--- src/design/rsp_regs.vh ---
// Constants for the radio serial register port
`ifndef RSP_REGS_VH
`define RSP_REGS_VH
`define RSP_ADDR_W 7
`define RSP_DATA_W 8
`define RSP_REG_COUNT 128
`define RSP_REG_RESET 8'h00
`define RSP_DIR_WRITE 1'b1
`define RSP_BYTE_BITS 4'h8
`define RSP_SCLK_MAX_MHZ 10
`define RSP_CORE_MHZ 50
`define RSP_SCLK_MIN_CYC (`RSP_CORE_MHZ / `RSP_SCLK_MAX_MHZ)
`endif

--- src/design/rsp_spi_port.v ---
// Serial register port with 128 eight-bit registers
`timescale 1ns/100ps
`include "rsp_regs.vh"
// Function
// Frame is direction, address, then data byte
// Seven address bits then eight data bits
// Direction one writes, zero reads
// Address selects one of 128 registers
// Bytes captured after each eight clocks
// Host keeps serial clock at most 10 MHz
// Data input ignored during read data
// Read data shifted out on falling edges
// Output holds last data bit afterwards; code shifts out the next register's MSB on the following falling edge
// Select high releases output to pull-up
// Continued clocking advances address by one
// Burst write takes byte every eight clocks
// Shutdown disables port and clears registers
// Modes selected through register writes
// Select falls to start, rising samples MSB
// Early select rise aborts partial byte
module rsp_spi_port #(
  parameter ADDR_W = `RSP_ADDR_W,
  parameter DATA_W = `RSP_DATA_W,
  parameter REG_COUNT = `RSP_REG_COUNT
) (
  input wire I_CORE_CLK,
  input wire I_SYS_RST,
  input wire i_clk_en,
  input wire i_shutdown,
  input wire i_sclk,
  input wire i_sdi,
  input wire i_chip_select_low,
  output wire o_sdo,
  output wire o_sdo_oe,
  output wire [DATA_W-1:0] o_mode_reg,
  output wire o_busy
);

  // ****************************************
  // Input synchronisers
  // ****************************************
  localparam PIN_N = 4;
  localparam PIN_SCLK = 0;
  localparam PIN_SDI = 1;
  localparam PIN_CSL = 2;
  localparam PIN_SDN = 3;

  wire [PIN_N-1:0] pin_raw;
  wire [PIN_N-1:0] pin_idle;
  wire [PIN_N-1:0] pin_sync;

  assign pin_raw = {i_shutdown, i_chip_select_low, i_sdi, i_sclk};

  // Reset to idle levels so no false edge follows reset
  assign pin_idle = 4'h4;

  genvar pi;
  generate
    for (pi = 0; pi < PIN_N; pi = pi + 1) begin : g_sync
      reg meta_q;
      reg sync_q;

      always @(posedge I_CORE_CLK) begin
        if (I_SYS_RST) begin
          meta_q <= pin_idle[pi];
          sync_q <= pin_idle[pi];
        end else if (i_clk_en) begin
          meta_q <= pin_raw[pi];
          sync_q <= meta_q;
        end
      end

      assign pin_sync[pi] = sync_q;
    end
  endgenerate

  // ****************************************
  // Edge detection
  // ****************************************
  reg sclk_prev_q;
  reg csl_prev_q;

  always @(posedge I_CORE_CLK) begin
    if (I_SYS_RST) begin
      sclk_prev_q <= 1'b0;
      csl_prev_q <= 1'b1;
    end else if (i_clk_en) begin
      sclk_prev_q <= pin_sync[PIN_SCLK];
      csl_prev_q <= pin_sync[PIN_CSL];
    end
  end

  wire sclk_rise;
  wire sclk_fall;
  wire sel_active;
  wire sel_fall;
  wire sdi_bit;
  wire port_on;

  assign sclk_rise = pin_sync[PIN_SCLK] & ~sclk_prev_q;
  assign sclk_fall = ~pin_sync[PIN_SCLK] & sclk_prev_q;
  assign sel_active = ~pin_sync[PIN_CSL];
  assign sel_fall = ~pin_sync[PIN_CSL] & csl_prev_q;
  assign sdi_bit = pin_sync[PIN_SDI];
  assign port_on = ~pin_sync[PIN_SDN];

  // ****************************************
  // Frame decoder
  // ****************************************
  localparam ST_IDLE = 2'h0;
  localparam ST_ADDR = 2'h1;
  localparam ST_DATA = 2'h2;

  reg [1:0] state_q;
  reg [1:0] state_d;
  reg [3:0] bit_cnt_q;
  reg [3:0] bit_cnt_d;
  reg [7:0] shift_in_q;
  reg [7:0] shift_in_d;
  reg [ADDR_W-1:0] addr_q;
  reg [ADDR_W-1:0] addr_d;
  reg write_q;
  reg write_d;
  reg wr_en;
  reg load_out;

  wire [7:0] byte_now;
  wire byte_done;
  wire frame_stop;
  wire bit_take;

  assign byte_now = {shift_in_q[6:0], sdi_bit};

  // Eighth rising edge of the current unit
  assign byte_done = (bit_cnt_q == `RSP_BYTE_BITS - 4'h1);

  // Deselect or shutdown drops any partial byte
  assign frame_stop = ~sel_active | ~port_on;

  assign bit_take = ~frame_stop & ~sel_fall & sclk_rise &
    (state_q != ST_IDLE);

  // ****************************************
  // Frame position
  // ****************************************
  always @* begin
    state_d = state_q;
    bit_cnt_d = bit_cnt_q;
    if (frame_stop) begin
      state_d = ST_IDLE;
      bit_cnt_d = 4'h0;
    end else if (sel_fall) begin
      state_d = ST_ADDR;
      bit_cnt_d = 4'h0;
    end else if (bit_take) begin
      bit_cnt_d = bit_cnt_q + 4'h1;
      if (byte_done) begin
        bit_cnt_d = 4'h0;
        case (state_q)
          ST_ADDR: state_d = ST_DATA;
          ST_DATA: state_d = ST_DATA;
          default: state_d = ST_IDLE;
        endcase
      end
    end
  end

  // ****************************************
  // Byte capture
  // ****************************************
  always @* begin
    shift_in_d = shift_in_q;
    addr_d = addr_q;
    write_d = write_q;
    wr_en = 1'b0;
    load_out = 1'b0;
    if (bit_take) begin
      shift_in_d = byte_now; // MSB first on rising edge
      if (byte_done && state_q == ST_ADDR) begin
        write_d = (byte_now[7] == `RSP_DIR_WRITE);
        addr_d = byte_now[ADDR_W-1:0];
        load_out = ~byte_now[7];
      end else if (byte_done) begin
        wr_en = write_q; // ; reads drop input
        addr_d = addr_q + {{(ADDR_W-1){1'b0}}, 1'b1};
        load_out = ~write_q;
      end
    end
  end

  // ****************************************
  // Decoder registers
  // ****************************************
  always @(posedge I_CORE_CLK) begin
    if (I_SYS_RST) begin
      state_q <= ST_IDLE;
      bit_cnt_q <= 4'h0;
    end else if (i_clk_en) begin
      state_q <= state_d;
      bit_cnt_q <= bit_cnt_d;
    end
  end

  always @(posedge I_CORE_CLK) begin
    if (I_SYS_RST) begin
      shift_in_q <= 8'h00;
      addr_q <= {ADDR_W{1'b0}};
      write_q <= 1'b0;
    end else if (i_clk_en) begin
      shift_in_q <= shift_in_d;
      addr_q <= addr_d;
      write_q <= write_d;
    end
  end

  // ****************************************
  // Register space
  // ****************************************
  reg [DATA_W-1:0] mem_q [0:REG_COUNT-1];
  wire [DATA_W-1:0] wr_data;

  assign wr_data = shift_in_d;

  genvar gi;
  generate
    for (gi = 0; gi < REG_COUNT; gi = gi + 1) begin : g_reg
      always @(posedge I_CORE_CLK) begin
        if (I_SYS_RST) begin
          mem_q[gi] <= `RSP_REG_RESET;
        end else if (i_clk_en) begin
          if (!port_on) begin
            mem_q[gi] <= `RSP_REG_RESET;
          end else if (wr_en && addr_q == gi) begin
            mem_q[gi] <= wr_data;
          end
        end
      end
    end
  endgenerate

  // ****************************************
  // Read data output
  // ****************************************
  reg [7:0] shift_out_q;
  reg sdo_q;
  reg sdo_oe_q;

  wire [ADDR_W-1:0] rd_addr;
  wire out_shift;

  // Address byte in flight gives the first read address
  assign rd_addr = (state_q == ST_ADDR) ? byte_now[ADDR_W-1:0] : addr_d;

  assign out_shift = sclk_fall & (state_q == ST_DATA) & ~write_q;

  always @(posedge I_CORE_CLK) begin
    if (I_SYS_RST) begin
      shift_out_q <= 8'h00;
      sdo_q <= 1'b1;
      sdo_oe_q <= 1'b0;
    end else if (i_clk_en) begin
      if (frame_stop) begin
        sdo_q <= 1'b1;
        sdo_oe_q <= 1'b0;
      end else if (load_out) begin
        shift_out_q <= mem_q[rd_addr];
      end else if (out_shift) begin
        sdo_q <= shift_out_q[7];
        shift_out_q <= {shift_out_q[6:0], shift_out_q[7]};
        sdo_oe_q <= 1'b1; // stays driving last bit
      end
    end
  end

  // ****************************************
  // Outputs
  // ****************************************
  assign o_sdo = sdo_q;
  assign o_sdo_oe = sdo_oe_q;
  assign o_mode_reg = mem_q[7];
  assign o_busy = (state_q != ST_IDLE);

endmodule

--- config.mk ---
export PLATFORM = sky130hd
export DESIGN_NAME = rsp_spi_port
export DESIGN_NICKNAME = d
export VERILOG_FILES = /design/src/design/rsp_spi_port.v
export VERILOG_INCLUDE_DIRS = /design/src /design/src/design
export SDC_FILE = /design/constraint.sdc
export NUM_CORES = 2
export LEC_CHECK = 0
export ABC_AREA = 1
export BUFFER_PORTS_ARGS = -buffer_cell sky130_fd_sc_hd__buf_2
export CORE_MARGIN = 2
export CORE_UTILIZATION = 45
export DETAILED_ROUTE_END_ITERATION = 7
export PLACE_DENSITY = 0.57
export SYNTH_ARGS = -nofsm -noshare
export SYNTH_HDL_FRONTEND = slang
export SYNTH_SLANG_ARGS = --single-unit
--- constraint.sdc ---
create_clock -name I_CORE_CLK -period 5.45 [get_ports I_CORE_CLK]
set_input_delay 0.2725 -clock I_CORE_CLK [delete_from_list [all_inputs] [get_ports I_CORE_CLK]]
set_output_delay 0.2725 -clock I_CORE_CLK [all_outputs]
set_load 0.005 [all_outputs]
; ---- Word level (Yosys, flattened, before mapping)
; Memories as Yosys holds them, arrays and structs flattened.
; Cells that the tools add are included.
[totals]
reg_bits = 42
latchBits = 0
ram_bits = 1024
romBits = 0
in_bits = 7
output_inout_bits = 11
mem_count = 1
[mem_list]
columns = memory, words, word_bits, read_ports, rd_ports_with_merged_regs, wr, line
row1 = mem_q, 128, 8, 2, 0, 128, rsp_spi_port.v:219  ; reg [DATA_W-1:0] mem_q [0:REG_COUNT-1];
[op_classes]
addsub = 2
multipliers = 0
div = 0
n_lt_le_gt_ge = 0
eq_ne = 131
shifts = 0
n_mux = 930
bitwise = 272
reduce_logical = 141
[ops]
columns = cell, count
row1 = 2-to-1 mux 8 bit, 259
row2 = 2-to-1 mux 1 bit, 658
row3 = equality test 7 bit (second input constant), 64
row4 = OR 1 bit, 257
row5 = equality test 7 x 6 -> 1 bit (second input constant), 32
row6 = logical AND 1 bit, 129
row7 = equality test 7 x 5 -> 1 bit (second input constant), 16
row8 = equality test 7 x 4 -> 1 bit (second input constant), 8
row9 = equality test 7 x 3 -> 1 bit (second input constant), 4
row10 = 2-to-1 mux 7 bit, 4
row11 = 2-to-1 mux 4 bit, 4
row12 = equality test 7 x 2 -> 1 bit (second input constant), 2
row13 = AND reduction 3 bit, 4
row14 = 2-to-1 mux 2 bit, 5
row15 = AND 1 bit, 8
row16 = adder 7 x 1 -> 7 bit (second input constant), 1
row17 = equality test 7 x 1 -> 1 bit (second input constant), 1
row18 = zero test 7 bit, 1
row19 = inverter 1 bit, 7
row20 = nonzero test 2 bit, 3
row21 = nonzero test 3 bit, 2
row22 = adder 4 x 1 -> 4 bit (second input constant), 1
row23 = equality test 4 x 3 -> 1 bit (second input constant), 1
row24 = equality test 2 x 1 -> 1 bit (second input constant), 1
row25 = 4 further kinds, 4

; ---- Logic depth before layout (Yosys ltp)
[logic_depth]
ltp_word = 14
ltp_mapped = 22

; ---- Least setup slack after synthesis
; Ideal clock, no wire load.
[synth_path]
kind = flip-flop to flip-flop
start = register state_q[1]
end = memory mem_q[64][0] (netlist name) (enable)
arrival_time_ns = 2.370
required_ns = 5.052
path_slack_ns = 2.682
path_stages_with_launch = 11
period_less_slack_ns = 2.768
path_cell_list = dfxtp_1 inv_1 ha_1 buf_2 nor2_1 inv_1 nor2_4 inv_2 nor2_1 inv_2 o41ai_1
[synth_rtl]
columns = item, line
row1 = start: declaration, rsp_spi_port.v:114  ; reg [1:0] state_q;
row2 = start signal: assignment, rsp_spi_port.v:199  ; state_q <= state_d;
row3 = end: declaration, rsp_spi_port.v:219

; ---- Worst setup path after layout
[layout_path]
start = register state_q[1]
end = register shift_out_q[5]
[layout_between]
elab_chain_cells = 7
word_cells_on_any_way = 16
[layout_rtl]
columns = item, line
row1 = equality test 2 x 1 -> 1 bit, "rsp_spi_port.v:179, rsp_spi_port.v:252"
row2 = logical AND 1 bit, rsp_spi_port.v:179  ; if (byte_done && state_q == ST_ADDR) begin
row3 = 2-to-1 mux 7 bit, rsp_spi_port.v:179
row4 = 2-to-1 mux 7 bit, rsp_spi_port.v:177  ; if (bit_take) begin
row5 = 2-to-1 mux 7 bit, rsp_spi_port.v:252  ; assign rd_addr = (state_q == ST_ADDR) ? byte_now[ADDR_W-1:0] : addr_d;
row6 = memory (128 x 8 bit), -
row7 = 2-to-1 mux 8 bit, rsp_spi_port.v:265  ; end else if (load_out) begin
row8 = end signal: assignment, rsp_spi_port.v:266  ; shift_out_q <= mem_q[rd_addr];
row9 = end signal: assignment, rsp_spi_port.v:269  ; shift_out_q <= {shift_out_q[6:0], shift_out_q[7]};
row10 = end: declaration, rsp_spi_port.v:244  ; reg [7:0] shift_out_q;
; Several ways; a longest one is shown, not always the timed one.
; A chain may end at the register's enable or synchronous reset.

==> metrics.txt <==
status finished, final reports clean; Seq/Total Area, Yosys 60.70%; min cycle time layout 4.623 ns; XOR/XNOR share of the synthesized area 0.03366%; RSZ-0062 raised after global routing no; DR pass1 iterations 6; Hold Vio Cnt, Final 0; Synth area leaders edfxtp_1 (59%), nand3_1 (9.4%), nor2_1 (7.7%); Longest Clk Path Bufs 3; number of clock sinks 1,066; setup tns final 0 ns; Yosys Warn Count 0; Final Net Count 5,486; row count 124; worst-path maximum fanout 78; CTS tree done; placed inst area 53,290 um^2; CTS H-tree lvls 3; syn nets 5,682; syn_area_per_cell 9.184 um^2; Util after Layout 49.86%; Async SR Flop Fraction 0%; drt drc 0; CP arrival 5.21 ns; All-Layer GR Usage 27.13%; cell mode on critical path nand3_1; reg-to-reg startpoint state_q[1]; number of max-cap violations 0; CTS buffer count 115; global-route wire length before repair 241,100 um; final WL 160,500 um; number of fill cells in the layout 10,770; Die Y 344.1 um; Initial Util 45.46%; Setup-failing EPs final 0; antenna violations before repair 4; worst min-delay path class input pin to flop; post-synthesis mux area share 0%; post-synthesis compound-gate area fraction 1.875%; Syn Inst Count 5,667; Initial DRC Count 4,374; worst-case reg-to-reg path depth 16; critical path class flop to flop; Post-synth top flop edfxtp_1; clock-pin slew on the worst setup and hold paths 0.06 ns; Root Driver clkbuf_16; max frequency 0.2163 GHz; Storage cell area 31,590 um^2; Worst Hold End shift_in_q[1]; Cells on Worst Hold Path 2; total grt overflow 0; Fin Hold WS 0.1145 ns; Simple-Gate Fraction of Synth Area 29.20%; largest net degree at the start of global routing 192; largest family of logic cells by synthesized area simple AND/OR/NAND/NOR gates; area of the multi-input gates 16,580 um^2; worst slew pin tran 1.314 ns; vias 39,630; Synth top area share 59.08%; WL/cell 22.66 um; Cell variety after synth 39; CP required 6.04 ns; number of global-route vias before repair 38,200; worst skew pair latency 0.70 ns; dominant cell type by area after synthesis edfxtp_1; Pwr per Cell Area 338.3 nW/um^2; synthesis-to-finish area growth 9.683%; area of the mapped netlist 52,050 um^2; normalized max-slew margin 12.10%; Die Wd 344.1 um; Post-synth EDFFs 1,024; Synth Area in Adders 0.1923%; Period Utilization, post-route 84.82%; Final Cell Area 57,090 um^2; Ports 18; R2R Path End shift_out_q[5]; peak supply drop 0.2883 mV; CP cell instances inv_1, ha_1, inv_2, nor2_2, a21oi_1, nand2_1, o211ai_1, nand2_4, buf_4, nand3_1, nand3_1, nand3_1, nand3_1, nand3_1, nand3_1, a21oi_1; die area 118,400 um^2; CP max stage cell nand2_4; CP endpoint kind flop; share of cells above drive strength 1 5.478%; drt via density 5.596; clk_skew 0.02992 ns; core footprint 114,500 um^2; post-synthesis register bit count 1,066; Detail Route Antenna Nets 0; Slew Limit Fails 0; CP max stage delay 0.92 ns; Leakage 0.02257 uW; r2r setup slk 0.83 ns; port bufs 17; Worst Hold Launch i_clk_en; CP startpoint kind flop; post-detail-place hpwl 91,530 um; Final GP Congestion 0.8707
[metal layers]
| layer | wire length [um] | track usage (%) | share of wire, % | up-vias |
|---|---|---|---|---|
| met5 | 27 | 0 | 0.017 | - |
| met4 | 5735 | 10.41 | 3.6 | 4 |
| met3 | 13080 | 5.214 | 8.2 | 283 |
| met2 | 74240 | 42.78 | 46 | 1568 |
| met1 | 67360 | 37.20 | 42 | 19410 |
| li1 | - | - | - | 18360 |
[critical path, delay by kind of cell, from the launching register on]
kind            cells  cell delay (ns)
compound gates      3             0.34
fa+ha+maj           1             0.50
buf+inv             3             0.74
flops               1             0.33
simple gates        9             2.59
[registers in the layout, summed over array words and instances, names as in the netlist]
name and cells:
mem_q 1024, shift_in_q 8, shift_out_q 8, addr_q 7, bit_cnt_q 4, g_sync.meta_q 4
g_sync.sync_q 4, state_q 2, csl_prev_q 1, o_sdo 1, o_sdo_oe 1, sclk_prev_q 1
write_q 1
[worst max-delay path by stage]
stage	start	to	slack (ns)	cells after the start
floorplan	state_q[1]	mem_q[64][0]	2.68	10
global placement	state_q[1]	shift_out_q[5]	1.02	16
detailed placement	state_q[1]	shift_out_q[5]	0.98	16
CTS	state_q[1]	shift_out_q[5]	0.98	16
global route	state_q[1]	shift_out_q[5]	0.59	16
finish	state_q[1]	shift_out_q[5]	0.83	16
[layout make-up]
cell class / instances / area share [%]
clock buffer: 144 / 5.510
multi-input combinational: 3576 / 29.04
sequential: 1066 / 55.34
antenna: 2 / 0.008767
tap: 1512 / 3.314
clock inverter: 70 / 1.037
timing repair buffer: 95 / 1.679
inverter: 617 / 4.077
[repair_timing]
item,4_1_cts,5_1_grt
hold buffers,5,0
endpoints found under the hold margin,9,0
setup buffers,0,0
gates resized for setup,0,0
[logic make-up after synthesis]
group / after synthesis
and+or+nand+nor: 3408
DFF: 1066
buffers and inverters: 1025
AOI/OAI and AO/OA: 158
adders and majority gates: 8
xor gates and xnor gates: 2
[cell usage after synthesis, types with 2 or more instances]
library cell	n
xor2_1	2
buf_6	13
nand4_1	4
nand3_1	979
dfxtp_1	42
clkbuf_1	210
nand3b_1	280
edfxtp_1	1024
o211ai_1	63
nor3_2	3
nand3_2	3
buf_4	5
buf_2	160
nand2_1	1057
inv_1	608
inv_2	7
o221ai_1	3
ha_1	8
a21oi_1	44
o21ai_0	41
nor2_4	3
nor3_1	10
buf_1	20
nor4_1	2
nor2_1	1062
[report_power, final]
part           switching [uW]  total [uW]  internal [uW]  leakage [uW]
logic                    1530        2020            492       0.00970
registers                 104        9440           9340        0.0110
clock network            3280        7840           4570       0.00183
[layout by cell type, fill, tap and decap left out, types with 3 or more instances in the layout]
cell	synthesis	routed
clkinv_1	1	37
nand4_1	4	4
nor2_4	3	5
edfxtp_1	1024	1024
o21ai_4	0	8
buf_12	0	22
a21oi_1	44	43
dlygate4sd3_1	0	5
bufinv_16	0	11
inv_1	608	607
nand3_1	979	979
buf_2	160	17
o211ai_1	63	63
clkbuf_1	210	17
nand2_4	1	5
nor2_1	1062	1058
o21ai_0	41	33
nand2_1	1057	1052
clkinv_2	1	20
clkbuf_16	0	120
nor2_2	1	3
inv_2	7	6
dfxtp_1	42	42
clkinvlp_4	0	3
buf_4	5	51
o221ai_1	3	3
ha_1	8	8
nor3_2	3	4
nor3_4	0	8
clkbuf_8	0	5
nand3b_1	280	280
[stage by stage]
step	total power, uW	worst slack (ns)	instances
after floorplan	10890	2.682	5667
final	19310	0.8272	7082
after detailed placement	11610	0.9774	6861
after CTS	19370	0.9752	7080
after global routing	19930	0.5923	7080
after global placement	11600	1.020	6861
No activity file was read; power rests on OpenSTA's default activity.
